--- config.mk ---
export PLATFORM = sky130hd
export DESIGN_NAME = sacf_ctrl
export DESIGN_NICKNAME = d
export VERILOG_FILES = /design/src/sacf_pkg.sv /design/src/sacf_port_pin.sv /design/src/sacf_ctrl.sv
export SDC_FILE = /design/constraint.sdc
export NUM_CORES = 1
export LEC_CHECK = 0
export ABC_AREA = 1
export BUFFER_PORTS_ARGS = -buffer_cell sky130_fd_sc_hd__buf_2
export CORE_MARGIN = 2
export CORE_UTILIZATION = 25
export CTS_CLUSTER_DIAMETER = 100
export DETAILED_ROUTE_END_ITERATION = 12
export PLACE_DENSITY = 0.43
export SLEW_MARGIN = 20
export SYNTH_ARGS = -nofsm -noshare
export SYNTH_HDL_FRONTEND = slang
export SYNTH_HIERARCHICAL = 1
export SYNTH_SLANG_ARGS = --single-unit
--- constraint.sdc ---
create_clock -name clk -period 4.7 [get_ports clk]
set_input_delay 0.47 -clock clk [delete_from_list [all_inputs] [get_ports clk]]
set_output_delay 0.47 -clock clk [all_outputs]
set_load 0.03 [all_outputs]
--- src/sacf_pkg.sv ---
// Package for the converter control block: field layouts, codes, timing.
// Assumes nothing beyond a SystemVerilog compiler.
`default_nettype none
package sacf_pkg;
  // ------------------------------------------------------------
  // Channel select codes
  // ------------------------------------------------------------
  localparam int unsigned CHAN_W        = 5;
  localparam int unsigned NUM_CHAN      = 10;
  localparam logic [4:0]  CHAN_OFF      = 5'h1f;
  localparam logic [4:0]  CHAN_RESET    = 5'h1f;
  // ------------------------------------------------------------
  // Result formats
  // ------------------------------------------------------------
  localparam logic [1:0]  FMT_LEFT      = 2'h0;
  localparam logic [1:0]  FMT_RIGHT     = 2'h1;
  localparam logic [1:0]  FMT_LSIGNED   = 2'h2;
  localparam logic [1:0]  FMT_TRUNC8    = 2'h3;
  // ------------------------------------------------------------
  // Conversion timing, in converter clock cycles
  // ------------------------------------------------------------
  localparam int unsigned RES_BITS      = 10;
  localparam logic [9:0]  CODE_FULL     = 10'h3ff;
  localparam logic [9:0]  CODE_ZERO     = 10'h000;
  localparam logic [4:0]  CONV_CYCLES   = 5'h10;
  localparam logic [4:0]  SETTLE_CYCLES = 5'h06;
  localparam logic [7:0]  DIV_RESET     = 8'h00;
  typedef enum logic [1:0] {SACF_IDLE, SACF_WAKE, SACF_SETTLE, SACF_CONV} sacf_state_t;
endpackage : sacf_pkg
`default_nettype wire

--- src/sacf_port_pin.sv ---
// One port pin shared with an analog channel.
// Assumes port data and direction bits come from the port logic outside.
`timescale 1ns/1ps
`default_nettype none
module sacf_port_pin
(
  // Clock
  input  wire logic clk,
  input  wire logic rst_n,
  input  wire logic ce,
  // Port side
  input  wire logic taken,
  input  wire logic port_data,
  input  wire logic port_dir,
  input  wire logic pin_in,
  // Pad side
  output logic      pad_out,
  output logic      pad_oe,
  output logic      port_read
);
  logic oe_next;
  logic rd_next;
  // Selected pin is not driven and reads as zero; port writes have no effect
  assign oe_next = port_dir & ~taken;
  assign rd_next = pin_in & ~taken;
  always_ff @(posedge clk or negedge rst_n)
  begin
    if (!rst_n)
    begin
      pad_out   <= 1'b0;
      pad_oe    <= 1'b0;
      port_read <= 1'b0;
    end
    else if (ce)
    begin
      pad_out   <= port_data & ~taken;
      pad_oe    <= oe_next;
      port_read <= rd_next;
    end
  end
endmodule : sacf_port_pin
`default_nettype wire

--- src/sacf_ctrl.sv ---
// Successive-approximation converter control with result formatting.
// Assumes an external DAC/comparator; CPU register strobes arrive as pulses.
`timescale 1ns/1ps
`default_nettype none
module sacf_ctrl
#(
  parameter int unsigned NCH = sacf_pkg::NUM_CHAN
)
(
  // Clock and reset
  input  wire logic            clk,
  input  wire logic            rstn,
  input  wire logic            ce,
  input  wire logic            crystal_clock,
  // Status and control write
  input  wire logic            converter_status_control_wr,
  input  wire logic [4:0]      channel_select_field,
  input  wire logic            continuous_convert_bit,
  input  wire logic            converter_interrupt_enable,
  input  wire logic            flag_wr_value,
  // Clock register
  input  wire logic            converter_clock_source_select,
  input  wire logic [7:0]      clock_divide,
  input  wire logic            result_format_bit_hi,
  input  wire logic            result_format_bit_lo,
  // Result reads
  input  wire logic            result_high_rd,
  input  wire logic            result_low_rd,
  // Analog side
  input  wire logic            comparator_high,
  output logic [9:0]           dac_trial,
  output logic [3:0]           mux_select,
  output logic                 analog_enable,
  // Port pins
  input  wire logic [NCH-1:0]  port_data,
  input  wire logic [NCH-1:0]  port_dir,
  input  wire logic [NCH-1:0]  pin_in,
  output logic [NCH-1:0]       pad_out,
  output logic [NCH-1:0]       pad_oe,
  output logic [NCH-1:0]       port_read,
  // Status
  output logic [7:0]           result_high_reg,
  output logic [7:0]           result_low_reg,
  output logic                 conversion_complete_flag,
  output logic                 irq,
  output logic                 busy
);
  // ------------------------------------------------------------
  // Reset synchroniser
  // ------------------------------------------------------------
  logic rst_s1;
  logic rst_n;
  always_ff @(posedge clk or negedge rstn)
  begin
    if (!rstn)
    begin
      rst_s1 <= 1'b0;
      rst_n  <= 1'b0;
    end
    else
    begin
      rst_s1 <= 1'b1;
      rst_n  <= rst_s1;
    end
  end

  // ------------------------------------------------------------
  // Control register
  // ------------------------------------------------------------
  logic [4:0] chan_reg;
  logic       cont_reg;
  logic       ien_reg;
  always_ff @(posedge clk or negedge rst_n)
  begin
    if (!rst_n)
    begin
      chan_reg <= sacf_pkg::CHAN_RESET;
      cont_reg <= 1'b0;
      ien_reg  <= 1'b0;
    end
    else if (ce && converter_status_control_wr)
    begin
      chan_reg <= channel_select_field;
      cont_reg <= continuous_convert_bit;
      ien_reg  <= converter_interrupt_enable;
    end
  end
  wire       conv_off  = (chan_reg == sacf_pkg::CHAN_OFF);
  wire       chan_ok   = (chan_reg < 5'(NCH));
  wire [1:0] fmt       = {result_format_bit_hi, result_format_bit_lo};

  // ------------------------------------------------------------
  // Converter clock: crystal edge or bus clock, then divider
  // ------------------------------------------------------------
  logic       xtal_d_reg;
  logic [7:0] div_reg;
  wire        xtal_rise = crystal_clock & ~xtal_d_reg;
  wire        src_tick  = converter_clock_source_select ? xtal_rise : 1'b1;
  wire        div_wrap  = (div_reg >= clock_divide);
  // Divider runs free, so the first cycle after a write may be partial
  wire        adc_tick  = src_tick & div_wrap;
  always_ff @(posedge clk or negedge rst_n)
  begin
    if (!rst_n)
    begin
      xtal_d_reg <= 1'b0;
      div_reg    <= sacf_pkg::DIV_RESET;
    end
    else if (ce)
    begin
      xtal_d_reg <= crystal_clock;
      if (src_tick)
        div_reg <= div_wrap ? sacf_pkg::DIV_RESET : div_reg + 8'h01;
    end
  end

  // ------------------------------------------------------------
  // Sequencer
  // ------------------------------------------------------------
  sacf_pkg::sacf_state_t state_reg;
  sacf_pkg::sacf_state_t state_next;
  logic [4:0] cyc_reg;
  logic [4:0] cyc_next;
  logic [9:0] sar_reg;
  logic [9:0] sar_next;
  logic [3:0] bit_reg;
  logic [3:0] bit_next;
  logic       woke_reg;
  logic       done;

  wire [9:0] trial    = sar_reg | (10'h001 << bit_reg);
  // Sample and bits share the count: 6 settle plus 10 bits = 16 full cycles
  wire start = converter_status_control_wr & ~(channel_select_field == sacf_pkg::CHAN_OFF);
  always_comb
  begin
    state_next = state_reg;
    cyc_next   = cyc_reg;
    sar_next   = sar_reg;
    bit_next   = bit_reg;
    done       = 1'b0;
    if (converter_status_control_wr)
    begin
      // Any write aborts; all-ones code stops the engine
      cyc_next   = 5'h00;
      sar_next   = sacf_pkg::CODE_ZERO;
      bit_next   = 4'h9;
      state_next = !start ? sacf_pkg::SACF_IDLE
                 : (woke_reg ? sacf_pkg::SACF_SETTLE : sacf_pkg::SACF_WAKE);
    end
    else if (adc_tick)
    begin
      case (state_reg)
        sacf_pkg::SACF_WAKE:
          state_next = sacf_pkg::SACF_SETTLE;
        sacf_pkg::SACF_SETTLE:
        begin
          cyc_next = cyc_reg + 5'h01;
          if (cyc_reg == sacf_pkg::SETTLE_CYCLES - 5'h01)
            state_next = sacf_pkg::SACF_CONV;
        end
        sacf_pkg::SACF_CONV:
        begin
          cyc_next = cyc_reg + 5'h01;
          sar_next = comparator_high ? sar_reg : trial;
          bit_next = bit_reg - 4'h1;
          if (bit_reg == 4'h0)
          begin
            done       = 1'b1;
            cyc_next   = 5'h00;
            bit_next   = 4'h9;
            state_next = cont_reg ? sacf_pkg::SACF_SETTLE : sacf_pkg::SACF_IDLE;
            sar_next   = sacf_pkg::CODE_ZERO;
          end
        end
        default:
          state_next = sacf_pkg::SACF_IDLE;
      endcase
    end
  end
  always_ff @(posedge clk or negedge rst_n)
  begin
    if (!rst_n)
    begin
      state_reg <= sacf_pkg::SACF_IDLE;
      cyc_reg   <= 5'h00;
      sar_reg   <= sacf_pkg::CODE_ZERO;
      bit_reg   <= 4'h9;
      woke_reg  <= 1'b0;
    end
    else if (ce)
    begin
      state_reg <= state_next;
      cyc_reg   <= cyc_next;
      sar_reg   <= sar_next;
      bit_reg   <= bit_next;
      if (converter_status_control_wr && !start)
        woke_reg <= 1'b0;
      else if (adc_tick && state_reg == sacf_pkg::SACF_WAKE)
        woke_reg <= 1'b1;
    end
  end
  // Final result: last trial bit resolved together with stored bits
  wire [9:0] final_code = comparator_high ? sar_reg : trial;
  // Registered trial must match the bit under test at the next tick
  wire [9:0] trial_next = sar_next | (10'h001 << bit_next);

  // ------------------------------------------------------------
  // Result formatting
  // ------------------------------------------------------------
  logic [7:0] fmt_hi;
  logic [7:0] fmt_lo;
  always_comb
  begin
    case (fmt)
      sacf_pkg::FMT_RIGHT:
      begin
        fmt_hi = {6'h00, final_code[9:8]};
        fmt_lo = final_code[7:0];
      end
      sacf_pkg::FMT_LSIGNED:
      begin
        fmt_hi = {~final_code[9], final_code[8:2]};
        fmt_lo = {final_code[1:0], 6'h00};
      end
      sacf_pkg::FMT_TRUNC8:
      begin
        fmt_hi = 8'h00;
        fmt_lo = final_code[9:2];
      end
      default:
      begin
        fmt_hi = final_code[9:2];
        fmt_lo = {final_code[1:0], 6'h00};
      end
    endcase
  end

  // ------------------------------------------------------------
  // Result store, interlock, flag and interrupt
  // ------------------------------------------------------------
  logic lock_reg;
  logic first_reg;
  logic [7:0] hi_reg;
  logic [7:0] lo_reg;
  logic flag_reg;
  logic irq_reg;
  wire  trunc     = (fmt == sacf_pkg::FMT_TRUNC8);
  wire  store     = done & ce & ~(lock_reg & ~trunc);
  wire  data_rd   = result_high_rd | result_low_rd;
  wire  flag_set  = store & ~ien_reg & (~cont_reg | first_reg);
  wire  flag_clr  = converter_status_control_wr | data_rd;
  always_ff @(posedge clk or negedge rst_n)
  begin
    if (!rst_n)
    begin
      hi_reg    <= 8'h00;
      lo_reg    <= 8'h00;
      lock_reg  <= 1'b0;
      first_reg <= 1'b1;
      flag_reg  <= 1'b0;
      irq_reg   <= 1'b0;
    end
    else if (ce)
    begin
      if (store)
      begin
        hi_reg <= fmt_hi;
        lo_reg <= fmt_lo;
      end
      // High read arms the lock, low read releases it
      if (result_low_rd || trunc)
        lock_reg <= 1'b0;
      else if (result_high_rd)
        lock_reg <= 1'b1;
      if (converter_status_control_wr)
        first_reg <= 1'b1;
      else if (store)
        first_reg <= 1'b0;
      // Set wins over a simultaneous clear
      if (flag_set)
        flag_reg <= 1'b1;
      else if (flag_clr)
        flag_reg <= ien_reg & converter_status_control_wr & flag_wr_value;
      if (store && ien_reg)
        irq_reg <= 1'b1;
      else if (flag_clr)
        irq_reg <= 1'b0;
    end
  end

  // ------------------------------------------------------------
  // Outputs and pin takeover
  // ------------------------------------------------------------
  wire active = (state_reg != sacf_pkg::SACF_IDLE);
  always_ff @(posedge clk or negedge rst_n)
  begin
    if (!rst_n)
    begin
      dac_trial                <= sacf_pkg::CODE_ZERO;
      mux_select               <= 4'h0;
      analog_enable            <= 1'b0;
      result_high_reg          <= 8'h00;
      result_low_reg           <= 8'h00;
      conversion_complete_flag <= 1'b0;
      irq                      <= 1'b0;
      busy                     <= 1'b0;
    end
    else if (ce)
    begin
      dac_trial                <= trial_next;
      mux_select               <= chan_reg[3:0];
      analog_enable            <= ~conv_off & chan_ok;
      result_high_reg          <= hi_reg;
      result_low_reg           <= lo_reg;
      conversion_complete_flag <= flag_reg;
      irq                      <= irq_reg;
      busy                     <= active;
    end
  end
  genvar g;
  generate
    for (g = 0; g < NCH; g++)
    begin : g_pin
      wire taken = ~conv_off & (chan_reg == 5'(g));
      sacf_port_pin u_pin
      (
        .clk       (clk),
        .rst_n     (rst_n),
        .ce        (ce),
        .taken     (taken),
        .port_data (port_data[g]),
        .port_dir  (port_dir[g]),
        .pin_in    (pin_in[g]),
        .pad_out   (pad_out[g]),
        .pad_oe    (pad_oe[g]),
        .port_read (port_read[g])
      );
    end
  endgenerate
endmodule : sacf_ctrl
`default_nettype wire

# After elaboration in Yosys (flattened, before gate mapping)
# Index checks and enable logic that the tools add are counted.
# classes
n_lt_le_gt_ge	2
bitwise	74
eq_ne	20
shift	2
n_reduce_logical	25
mux	39
add_sub_neg	3
# ops
operator	count
$and A1 B1 Y1	51
$mux W10	5
$eq A5 B3 Y1 const B	5
$pmux W8 S3	1
$or A10 B10 Y10	2
$shl A1 B4 Y10 const A	2
$not A1 Y1	18
$mux W4	4
$pmux W8 S2	1
$mux W1	15
$mux W5	3
$mux W2	7
$reduce_and A2 Y1	7
$reduce_bool A2 Y1	7
$eq A5 B2 Y1 const B	2
$eq A5 B4 Y1 const B	2
$eq A5 B5 Y1 const B	2
$pmux W5 S2	1
$add A8 B1 Y8 const B	1
$eq A2 B2 Y1 const B	4
$ge A8 B8 Y1	1
$mux W8	1
$ne A3 B3 Y1 const B	2
$pmux W2 S3	1
other kinds (14)	20
# word_totals
out_inout_bits	64
register_bits	124
word_cells	221
in_bits	57

# Depth between registers and ports, before layout
# logic_depth
word_depth	12
ltp_mapped	19
depth_no_buf	17

# Modules after synthesis
# Netlist, hierarchy kept.
# by_module_without_submodules
module	area_per_inst_um2	seq_area_each_um2	cells_per_inst	n_inst
sacf_ctrl	4926.0	2362.3	627	1
sacf_port_pin	120.1	75.1	14	10

# Least setup slack after synthesis
# OpenSTA, ideal clock, no wires.
# synth_path
path_type	in2reg
startpoint	input port clock_divide[7]
endpoint	register dac_trial[2]
setup_ns	0.126
setup_slack_ns	2.672
path_buffers	2
path_stages	13
t_arrival_ns	1.902
required_time_ns	4.574
path_cell_list	inv_1 -> ha_1 -> a21oi_1 -> o21a_1 -> nand2_4 -> nand2_4 -> buf_6 -> inv_2 -> buf_4 -> nand2_1 -> o21ai_1 -> a21oi_1 -> a21oi_2
# synth_via
elab_chain_cells	6
word_cells_on_any_way	8
classes_between	1 x order compare; 1 x shift; 4 x mux; 2 x bitwise
# synth_rtl
element	line	source
start, declared	sacf_ctrl.sv:23	input wire logic [7:0] clock_divide,
$ge A8 B8 Y1 *	sacf_ctrl.sv:99	wire div_wrap = (div_reg >= clock_divide);
$and A1 B1 Y1 *	sacf_ctrl.sv:101	wire adc_tick = src_tick & div_wrap;
$mux W4	sacf_ctrl.sv:150	else if (adc_tick)
$mux W4	sacf_ctrl.sv:141	if (converter_status_control_wr)
$shl A1 B4 Y10	sacf_ctrl.sv:205	wire [9:0] trial_next = sar_next | (10'h001 << bit_next);
$or A10 B10 Y10 *	sacf_ctrl.sv:205	
end signal, assigned	sacf_ctrl.sv:299	dac_trial <= sacf_pkg::CODE_ZERO;
end signal, assigned	sacf_ctrl.sv:310	dac_trial <= trial_next;
end, declared	sacf_ctrl.sv:31	output logic [9:0] dac_trial,
# Every way passes the cells marked *; elsewhere a longest branch is shown, timed or not.
# A chain may end at the register's enable or synchronous reset.

# Worst setup path after layout
# layout_path
startpoint	register state_reg[0]
endpoint	register dac_trial[6]
# layout_via
elab_chain_cells	6
word_cells_on_any_way	9
classes_between	1 x eq/ne; 1 x shift; 6 x mux; 1 x bitwise
# layout_rtl
element	line	source
start, declared	sacf_ctrl.sv:120	sacf_pkg::sacf_state_t state_reg;
start signal, assigned	sacf_ctrl.sv:184	state_reg <= sacf_pkg::SACF_IDLE;
start signal, assigned	sacf_ctrl.sv:192	state_reg <= state_next;
$eq A2 B2 Y1 *	sacf_ctrl.sv:152	case (state_reg)
$mux W4	sacf_ctrl.sv:152	
$mux W4	sacf_ctrl.sv:150	
$mux W4	sacf_ctrl.sv:141	
$shl A1 B4 Y10	sacf_ctrl.sv:205	
$or A10 B10 Y10 *	sacf_ctrl.sv:205	
# Marked as above.

==> qor.csv <==
stage,metric,value,unit
sta,whs,0.2587,ns
flow_run,drv_cap,0,
worst_setup_path,cp_common_cell,nand2_1,
synth,syn_inst,767,
detailed_routing,first_iter_violations,403,
worst_setup_path,worstPathArrival,2.59,ns
sta,tightest_slew,0.8618,ns
detailed_routing,drt-total-wl,16700,um
global_route,grt_use_total,13.56,%
cells_and_area,final_nets,960,
clock_network,cts_buffer_depth,2,
synth,synth_warnings,6,
floorplanning,die_area,0.02578,sq mm
synth,yosys.area.top_type,dfrtp_1,
worst_setup_path,crit_chain,nand2_1 > inv_1 > nand3_1 > nand2_1 > inv_1 > nand3_1 > nand3_2 > nor2_1 > nand2_1 > a21oi_2,
clock_network,cts_made_buffers,17,
pwr,power.switching,1106,uW
floorplanning,die_h,160.6,um
synth,async_flop_share,100.0,%
place,gp_congestion,0.8167,
floorplanning,ios,121,
synth,synth_edf_count,0,
cells_and_area,syn2layout_area_growth,26.38,%
sta,max_freq,445.5,MHz
worst_hold_path,min_path_cells,3,
pwr,comb_power_share,20.9,%
pwr,power_frac_seq,36.5,%
global_route,grt_pass1_vias,5322,
place,place_area,0.007057,sq mm
worst_setup_path,slowest_stage,inv_1,
sta,relSlewSlack,42.55,%
global_route,grt_pass1_wl,27830,um
sta,min_period,2.245,ns
worst_setup_path,cp.required,5.05,ns
sta,finalSetupViolCount,0,
global_route,grt.overflow.total,0,
synth,ys_types,44,
clock_network,cts-root-buf,clkbuf_16,
cells_and_area,fin_area,0.007744,sq mm
global_route,grt_max_degree,79,
floorplanning,core_area,0.02418,sq mm
pwr,vdd_drop_max,202.4,uV
clock_network,cts_tree,yes,
sta,fin_ws,2.455,ns
worst_setup_path,worstSetupPathType,reg -> reg,
cells_and_area,nFillCells,2625,
synth,synth_seq_cells,124,
cells_and_area,drive_above_1_share,21.59,%
sta,rsz0062_at_grt,false,
floorplanning,die_w,160.6,um
sta,finalClockSkew,0.006965,ns
synth,synth.cell_area,0.006127,sq mm
pwr,p_int,2438,uW
place,io_buffer_count,120,
detailed_routing,dr_total_vias,5292,
sta,final.setup.tns,0,ns
global_route,antenna_found_initial,0,
synth,synth_flop_cell,dfrtp_1,
detailed_routing,ant_nets,0,
place,place_ws,2.314,ns
synth,yosysSeqAreaShare,50.81,%
pwr,cellLeakagePower,0.004061,uW
worst_setup_path,worst_setup_path_end_kind,flip-flop,
worst_setup_path,startpoint_type,flip-flop,
pwr,power_density,457.6,mW/mm^2
clock_network,cts.reportedPaths.clkPinSlew,0.06,ns
clock_network,numClockSinks,124,
worst_setup_path,r2r_cells,10,
pwr,pwr-share-clk,42.6,%
synth,synth.area.top_cells,"dfrtp_1 (47%), nand2_1 (14%), inv_1 (5.9%)",
worst_setup_path,slowest_delay,0.49,ns
cells_and_area,diodes,0,
run_status,status,"finished, final reports clean",
floorplanning,start_util,25.34,%
detailed_routing,drc,0,
detailed_routing,firstDrtPassIters,5,
synth,synth_fp_nets,837,
sta,hold_violations,0,
clock_network,clk_latency,0.42,ns
place,dp_hpwl,12020,um
floorplanning,rows,57,
synth,synth_top_area_share,47.38,%
detailed_routing,wl_per_cell,13.61,um
synth,syn_area_per_cell,7.988,sq um
worst_setup_path,path_max_fanout,17,
detailed_routing,vias_per_cell,4.313,
sta,maxSlewViolCount,0,
pwr,p_sw_share,31.21,%
worst_hold_path,hold_path_class,in -> reg,
clock_network,cts-htree-levels,4,
sta,timing.final.crit_share,47.76,%
final cells by class:
class,count,area (sq um),area share (%)
clock buffers,23,498.0,6.431
clock inverters,9,178.9,2.311
inverters,108,405.4,5.235
multi-input cells,513,2491,32.17
flip-flops and latches,124,3117,40.25
well taps,324,405.4,5.235
repair buffers,126,648.1,8.370
synth_stat cells, types with 5 or more instances:
library cell	n
a21oi_1	29
clkbuf_1	9
dfrtp_1	116
dfstp_2	8
ha_1	13
inv_1	96
inv_2	12
mux2i_1	5
nand2_1	222
nand3_1	62
nor2_1	56
nor3_1	6
o21ai_0	55
o21ai_1	10
o22ai_1	6
layout by cell type (no fill, tap or decap), drive strengths merged, types with 8 or more instances in the layout:
cell type,n
nand3,65
dfstp,8
ha,13
inv,108
nor2,62
o21ai,66
clkbuf,23
dfrtp,116
a21oi,31
nand2,227
buf,125
power groups by stage:
stage	logic [uW]	clock network, uW	registers, uW
2_1_floorplan	419	0	1420
3_3_place_gp	751	0	1320
3_5_place_dp	748	0	1320
4_1_cts	753	1550	1300
5_1_grt	842	1600	1310
6_report	741	1510	1290
layer usage:
layer | up-vias | global-route usage (%) | wire, um
met5 | - | 0 | 0
met4 | 0 | 4.586 | 281
met3 | 22 | 3.125 | 753
met2 | 123 | 21.38 | 7428
met1 | 2434 | 18.37 | 8239
li1 | 2713 | - | -
critical path, delay by kind of cell (launching register included):
family / cells / cell delay [ns]
and+or+nand+nor: 7 / 1.10
buffers and inverters: 2 / 0.53
AOI/OAI and AO/OA: 1 / 0.14
DFF: 1 / 0.41
final timing paths:
path	startpoint	endpoint	slack [ns]
min reg2reg	rst_s1$_DFF_PN0_	rst_n$_DFF_PN0_	0.35
max in group asynchronous	rst_n$_DFF_PN0_	div_reg[6]$_DFFE_PN0P_	3.22
min in group asynchronous	rstn	rst_n$_DFF_PN0_	0.36
min	continuous_convert_bit	cont_reg$_DFFE_PN0P_	0.26
max reg2reg	state_reg[0]$_DFFE_PN0P_	dac_trial[6]$_DFFE_PN0P_	2.46
max	state_reg[0]$_DFFE_PN0P_	dac_trial[6]$_DFFE_PN0P_	2.46
stage by stage:
step	power, uW	std cells	util [%]
CTS	3601	1227	32.03
floorplan	1835	767	-
global route	3760	1227	32.03
finish	3544	1227	32.03
global placement	2066	1194	29.19
detailed placement	2063	1194	29.19
kinds of logic after synthesis:
logic type | count (synthesis) | synth area share (%)
fa+ha+maj | 13 | 2.655
flops | 124 | 50.81
simple gates | 366 | 25.24
mux | 5 | 0.8169
other cells | 1 | 0.06120
compound gates | 127 | 11.74
buf+inv | 130 | 8.536
xor+xnor | 1 | 0.1430
what timing repair did:
action	CTS	global route
resized for setup	0	0
buffers inserted	0	0
hold endpoints to repair	2	0
hold buffers	1	0
Power figures use the tool's default switching activity.
